<file path="config.mk">
export PLATFORM = sky130hd
export DESIGN_NAME = dsp_divide_increment_init
export DESIGN_NICKNAME = d
export VERILOG_FILES = /design/src/rtl/dsp_diu_pkg.sv /design/src/rtl/dsp_divide_increment_init.sv
export SDC_FILE = /design/constraint.sdc
export NUM_CORES = 1
export LEC_CHECK = 0
export BUFFER_PORTS_ARGS = -buffer_cell sky130_fd_sc_hd__buf_2
export CORE_MARGIN = 4
export CORE_UTILIZATION = 50
export DETAILED_ROUTE_END_ITERATION = 8
export HOLD_SLACK_MARGIN = 0.06
export PLACE_DENSITY = 0.88
export SLEW_MARGIN = 15
export SYNTH_ARGS = -nofsm -noshare
export SYNTH_HDL_FRONTEND = slang
export SYNTH_SLANG_ARGS = --single-unit
</file>
<file path="constraint.sdc">
create_clock -name I_SYS_CLK -period 3.5 [get_ports I_SYS_CLK]
set_input_delay 0.7 -clock I_SYS_CLK [delete_from_list [all_inputs] [get_ports I_SYS_CLK]]
set_output_delay 0.7 -clock I_SYS_CLK [all_outputs]
set_load 0.01 [all_outputs]
</file>
<file path="src/rtl/dsp_diu_pkg.sv">
package dsp_diu_pkg;

   // Accumulator width of the core
   localparam int unsigned ACC_W = 32;

   // Instruction selected by the decoder
   typedef enum logic [1:0]
   {
      OP_DIV,
      OP_INC,
      OP_INIT,
      OP_NONE
   } op_e;

   // Accumulator chosen by the increment instruction
   typedef enum logic [1:0]
   {
      SEL_A,
      SEL_B,
      SEL_R,
      SEL_NONE
   } acc_sel_e;

   // Control states
   typedef enum logic
   {
      ST_IDLE,
      ST_RELOAD
   } st_e;

   // The three accumulators
   typedef struct packed
   {
      logic [ACC_W-1:0] a;
      logic [ACC_W-1:0] b;
      logic [ACC_W-1:0] r;
   } acc_s;

   // Condition flags
   typedef struct packed
   {
      logic carry;
      logic overflow;
      logic sign;
      logic zero;
   } flags_s;

   // Whole block state
   typedef struct packed
   {
      st_e        st;
      acc_s       acc;
      logic [2:0] acc_we;
      flags_s     flags;
      logic [3:0] flag_we;
      logic       done;
   } state_s;

   // Write enable masks, bit order {a, b, r}
   localparam logic [2:0] WE_A    = 3'h4;
   localparam logic [2:0] WE_B    = 3'h2;
   localparam logic [2:0] WE_R    = 3'h1;
   localparam logic [2:0] WE_DIV  = 3'h6;
   localparam logic [2:0] WE_NONE = 3'h0;

   // Flag write masks, bit order {carry, overflow, sign, zero}
   localparam logic [3:0] FW_SZ   = 4'h3;
   localparam logic [3:0] FW_ALL  = 4'hF;
   localparam logic [3:0] FW_NONE = 4'h0;

   // Flags left by the initialization instruction
   localparam flags_s INIT_FLAGS = 4'h1;

   // Reset value of the whole state
   localparam state_s STATE_RST = '0;

endpackage

</file>
<file path="src/rtl/dsp_divide_increment_init.sv">
// Function
// - Divide step: b gets quotient, a twice remainder
// - N steps scale quotient by 2^(N-1)
// - Valid only if b zero, 0<a<2r
// - Pre-shifted operands give 2^(1+ea-er-N) quotient
// - Init resets converters, CPU; updates all flags
// - Init reloads configuration from nonvolatile memory
`timescale 1ns/1ps
`default_nettype none
module dsp_divide_increment_init
   import dsp_diu_pkg::*;
(
   input  wire logic   I_SYS_CLK,           // Core clock
   input  wire logic   I_RST_N,             // Core reset, active low
   input  wire logic   I_OP_VALID,          // Decoder issues an instruction
   input  wire op_e    I_OP,                // Instruction code
   input  wire acc_sel_e I_SEL,             // Accumulator for increment
   input  wire acc_s   I_ACC,               // Current accumulators
   input  wire logic   I_CFG_RELOAD_DONE,   // Config copy finished
   output logic        O_READY,             // Block accepts an instruction
   output logic        O_DONE,              // Result valid pulse
   output acc_s        O_ACC,               // Result accumulators
   output logic [2:0]  O_ACC_WE,            // Accumulator write enables
   output flags_s      O_FLAGS,             // Result flags
   output logic [3:0]  O_FLAG_WE,           // Flag write enables
   output logic        O_CAP_CONV_RST,      // Capacitance converter reset
   output logic        O_RESISTANCE_CONVERTER_RST, // Resistance conv. reset
   output logic        O_CPU_RST,           // CPU reset
   output logic        O_CFG_RELOAD_REQ     // Config reload request
);

   state_s state_q;                          // Registered state
   state_s state_d;                          // Next state

   // Next state logic
   always_comb
   begin
      logic             ge;                  // Dividend reaches divisor
      logic [ACC_W-1:0] diff;                // Dividend minus divisor
      logic [ACC_W-1:0] opnd;                // Increment operand
      logic [ACC_W:0]   sum;                 // Increment sum with carry
      ge   = 1'b0;
      diff = '0;
      opnd = '0;
      sum  = '0;
      state_d         = state_q;
      state_d.done    = 1'b0;
      state_d.acc_we  = WE_NONE;
      state_d.flag_we = FW_NONE;
      case (state_q.st)
         ST_IDLE:                            // Waiting for an instruction
         begin
            if (I_OP_VALID)
            begin
               case (I_OP)
                  OP_DIV:                    // One restoring divide step
                  begin
                     ge   = ({1'b0, I_ACC.a} >= {1'b0, I_ACC.r});
                     diff = I_ACC.a - I_ACC.r;
                     // Quotient bit shifted in; repeats give 2^(N-1)
                     state_d.acc.b = {I_ACC.b[ACC_W-2:0], ge};
                     // Remainder doubled each step
                     state_d.acc.a = ge ? {diff[ACC_W-2:0], 1'b0}
                                        : {I_ACC.a[ACC_W-2:0], 1'b0};
                     state_d.acc.r = I_ACC.r;
                     state_d.acc_we = WE_DIV;
                     state_d.flags.carry    = state_q.flags.carry;
                     state_d.flags.overflow = state_q.flags.overflow;
                     state_d.flags.sign = state_d.acc.b[ACC_W-1];
                     state_d.flags.zero = (state_d.acc.b == '0);
                     state_d.flag_we = FW_SZ;
                     state_d.done    = 1'b1;
                  end
                  OP_INC:                    // Increment one accumulator
                  begin
                     case (I_SEL)
                        SEL_A:   opnd = I_ACC.a;
                        SEL_B:   opnd = I_ACC.b;
                        SEL_R:   opnd = I_ACC.r;
                        default: opnd = I_ACC.a;
                     endcase
                     sum = {1'b0, opnd} + {{ACC_W{1'b0}}, 1'b1};
                     state_d.acc = I_ACC;
                     case (I_SEL)
                        SEL_B:
                        begin
                           state_d.acc.b  = sum[ACC_W-1:0];
                           state_d.acc_we = WE_B;
                        end
                        SEL_R:
                        begin
                           state_d.acc.r  = sum[ACC_W-1:0];
                           state_d.acc_we = WE_R;
                        end
                        default:
                        begin
                           state_d.acc.a  = sum[ACC_W-1:0];
                           state_d.acc_we = WE_A;
                        end
                     endcase
                     state_d.flags.carry    = sum[ACC_W];
                     state_d.flags.overflow = ~opnd[ACC_W-1]
                                              & sum[ACC_W-1];
                     state_d.flags.sign     = sum[ACC_W-1];
                     state_d.flags.zero     = (sum[ACC_W-1:0] == '0);
                     state_d.flag_we        = FW_ALL;
                     state_d.done           = 1'b1;
                  end
                  OP_INIT:                   // Start reset and reload
                  begin
                     state_d.st      = ST_RELOAD;
                     state_d.flags   = INIT_FLAGS;
                     state_d.flag_we = FW_ALL;
                  end
                  default:                   // Not handled here
                  begin
                     state_d.done = 1'b0;
                  end
               endcase
            end
         end
         ST_RELOAD:                          // Hold resets until reload
         begin
            if (I_CFG_RELOAD_DONE)
            begin
               state_d.st   = ST_IDLE;
               state_d.done = 1'b1;
            end
         end
         default:                            // Recover to idle
         begin
            state_d.st = ST_IDLE;
         end
      endcase
   end

   // State register
   always_ff @(posedge I_SYS_CLK)
   begin
      if (!I_RST_N)
         state_q <= STATE_RST;
      else
         state_q <= state_d;
   end

   // Outputs from the state register
   assign O_READY          = (state_q.st == ST_IDLE);
   assign O_DONE           = state_q.done;
   assign O_ACC            = state_q.acc;
   assign O_ACC_WE         = state_q.acc_we;
   assign O_FLAGS          = state_q.flags;
   assign O_FLAG_WE        = state_q.flag_we;
   // All three resets share one source so they act together
   assign O_CAP_CONV_RST   = (state_q.st == ST_RELOAD);
   assign O_RESISTANCE_CONVERTER_RST = (state_q.st == ST_RELOAD);
   assign O_CPU_RST        = (state_q.st == ST_RELOAD);
   assign O_CFG_RELOAD_REQ = (state_q.st == ST_RELOAD);
endmodule
`default_nettype wire

</file>
==> key figures <==
Drt
  – Final antenna-violating net count: 0
  – 1st-iter DRT viols: 1535
  – Via count: 11.40k
  – Detailed Routing Iterations Pass 1: 6
  – DR DRC count: 0
  – Routed WL: 38250 um
  – Routed wire per std cell: 20.88 um
  – Vias/cell: 6.224

Yosys
  – Predominant post-synthesis flop cell: dfxtp_1
  – Cells after Synth: 1215
  – Fraction of registers with async set/reset: 0%
  – Syn avg cell area: 7.739 um2
  – Sequential fraction of the synthesis area: 22.78%
  – Post-synth EDFFs: 0
  – Netlist Area Pre-Place: 9403 um2
  – Post-synthesis sequential element count: 107
  – Syn_nets: 1362
  – YS warnings: 0
  – Synth cell types: 79

Power and ir drop
  – Peak VDD IR: 0.0002589 V
  – Pleak: 6.064 nW
  – P_int: 0.002658 W
  – Comb pwr share: 44.6%
  – Switch share: 37.67%
  – Power Dens Cells: 331.9 nW/um2
  – Clock network power share: 23.5%
  – Net switching power figure: 0.001606 W
  – Flop pwr share: 31.9%

Global route
  – Gr busiest metal: met2
  – First-pass GRT wire length: 57790 um
  – Met2 global-route usage: 51.27%
  – Total track usage: 33.57%
  – Gr ovfl total: 0
  – M3 GR Usage: 6.735%
  – Met1 Usage GRT: 46.96%
  – Largest net degree at the start of global routing: 56
  – Number of global-route vias before repair: 10.59k
  – Initial antenna violation count: 0

Clock network
  – CTS Hold Buffers Added: 0
  – CTS Buf Count: 9
  – TritonCTS clock tree: yes
  – Worst-path clk slew: 80 ps
  – H-tree depth: 3
  – Clock buffer depth: 2
  – CTS root buffer: clkbuf_16
  – Clock Sinks: 107
  – Clock Latency Late Sink: 350 ps

Setup path
  – Setup crit start kind: primary input
  – CP startpoint: I_ACC[15]
  – Crit path max fanout: 7
  – Crit-path cells: buf_2 > inv_2 > ha_4 > nand4_1 > nor4_4 > nand3_1 > o32a_1 > and2_4 > a211o_1 > buf_12 > buf_12 > mux2_4 > a221oi_4 > nor2_1
  – Worst Path Arrival: 3740 ps
  – Worst R2R Start: O_CAP_CONV_RST
  – CP Class: in2reg
  – Req. time, crit path: 3750 ps
  – CP endpoint kind: register
  – Slowest Stage Delay on Critical Path: 430 ps
  – Worst path most repeated cell: buf_12
  – Critical path's slowest cell: nor4_4

STA
  – Slew at the pin closest to its max-slew limit: 707.2 ps
  – Final Setup Violations: 0
  – Unrepaired setup endpoints after global routing: true
  – Final min period: 3491 ps
  – Hold slack: 464.3 ps
  – Clock skew: 7.735 ps
  – Relative slew slack: 52.67%
  – Pins Over Slew Limit: 0
  – Final period util: 99.76%
  – Fmax: 286.4 MHz
  – Fin. Hold Viols: 0
  – Final WS setup: 8.537 ps

Placed design
  – Post-Place Worst Slack: -471.9 ps
  – Port Buffers: 216
  – Post-Place Cell Area: 12080 um2
  – Placed insts: 1791
  – Routability cong.: 1.030
  – Hpwl dp: 29710 um

Layout
  – Commonest cells after routing, fill and taps aside: buf_4, buf_2, nor2_1
  – Share of layout cells above drive strength 1: 36.81%
  – Final nets: 1745
  – Fin area: 12850 um2
  – Most common cell after layout, fill and taps aside: buf_4
  – Finished Layout Cells: 1832
  – Antenna fix cells: 0
  – Layout area overhead: 36.62%
  – Layout fillers: 1492

Min path
  – Worst min-delay path startpoint: O_ACC[64]
  – Worst Hold Class: reg2reg

Die
  – Starting Density: 51.64%
  – Die ar.: 21060 um2
  – Die span in x: 145.1 um
  – Die height: 145.1 um
  – Std cell rows: 49
  – Core Box Area: 18210 um2
  – Top Ports: 217

Job
  – Max-cap violations: 0

Run status
  – Status: finished, final reports clean
==> power by group through the flow <==
stage	Sequential, W	Combinational [W]	Clock [W]
final	0.00136	0.00190	0.00100
after global routing	0.00137	0.00203	0.00106
after CTS	0.00136	0.00179	0.00100
after detailed placement	0.00139	0.00175	0
after global placement	0.00138	0.00172	0
after floorplan	0.00142	0.000955	0
==> routing by layer <==
layer	wire, um	vias to the layer above	share of wire (%)
met5	0	-	0
met4	1413	0	3.7
met3	5094	107	13
met2	16420	806	43
met1	15310	5247	40
li1	-	5242	-
==> path summary, 6_finish.rpt <==
path                                  end  slack [ps]  depth (start not counted)
worst min register to register  O_ACC[64]         460                          2
worst max-delay path            O_ACC[66]           9                         14
worst max register to register  O_ACC[31]        1230                          7
worst min-delay path            O_ACC[64]         460                          2
==> worst max-delay path: cells and delay by family <==
family          cells  cell delay [ps]
simple gates        5             1050
mux                 1              310
buf+inv             4              440
fa+ha+maj           1              250
compound gates      3              970
==> cell families after synthesis <==
| group | synth area share [%] |
|---|---|
| flops | 22.78 |
| fa+ha+maj | 5.802 |
| mux | 2.848 |
| compound gates | 29.78 |
| simple gates | 23.59 |
| xor+xnor | 7.598 |
| buf+inv | 7.598 |
==> registers in the layout, indices dropped and copies added, names as in the netlist <==
name,cells
O_ACC,96
O_FLAGS,4
O_ACC_WE,3
O_FLAG_WE,2
O_CAP_CONV_RST,1
O_DONE,1
==> metrics by stage <==
step	total power [W]	TNS, ps	util (%)
after floorplan	0.002379	-44.98	-
after global placement	0.003102	-20090	66.34
after detailed placement	0.003134	-25680	66.34
after CTS	0.004153	0	68.52
after global routing	0.004457	-482.6	70.55
final	0.004264	0	70.55
==> cell usage after synthesis, types with 14 or more instances <==
master	count	area [um2]
a21o_1	33	247.7
a21oi_1	100	500.5
a221oi_1	66	578.1
a22oi_1	14	105.1
clkbuf_1	54	202.7
dfxtp_1	107	2142
ha_1	42	525.5
inv_1	52	195.2
nand2_1	78	292.8
nand3_1	22	110.1
nand4_1	24	150.1
nor2_1	140	525.5
nor2b_1	20	125.1
nor3_1	14	70.07
nor3b_1	38	285.3
nor4_1	17	106.4
o21ai_0	81	405.4
xnor2_1	47	411.6
xor2_1	29	254.0
==> cell type report <==
| cell class | count | area (um2) | share of cell area, % |
|---|---|---|---|
| multi-input combinational | 956 | 6844 | 53.28 |
| inverter | 52 | 197.7 | 1.539 |
| sequential | 107 | 2142 | 16.67 |
| timing repair buffer | 472 | 3100 | 24.14 |
| clock buffer | 11 | 232.7 | 1.812 |
| clock inverter | 5 | 42.54 | 0.3312 |
| tap | 229 | 286.5 | 2.230 |
==> timing repair <==
action	4_1_cts	5_1_grt
gates cloned	0	0
endpoints found under the setup margin	31	63
hold endpoints to repair	0	0
buffers inserted	8	17
resized for setup	13	43
pin swaps	10	29
Power figures use the tool's default switching activity.
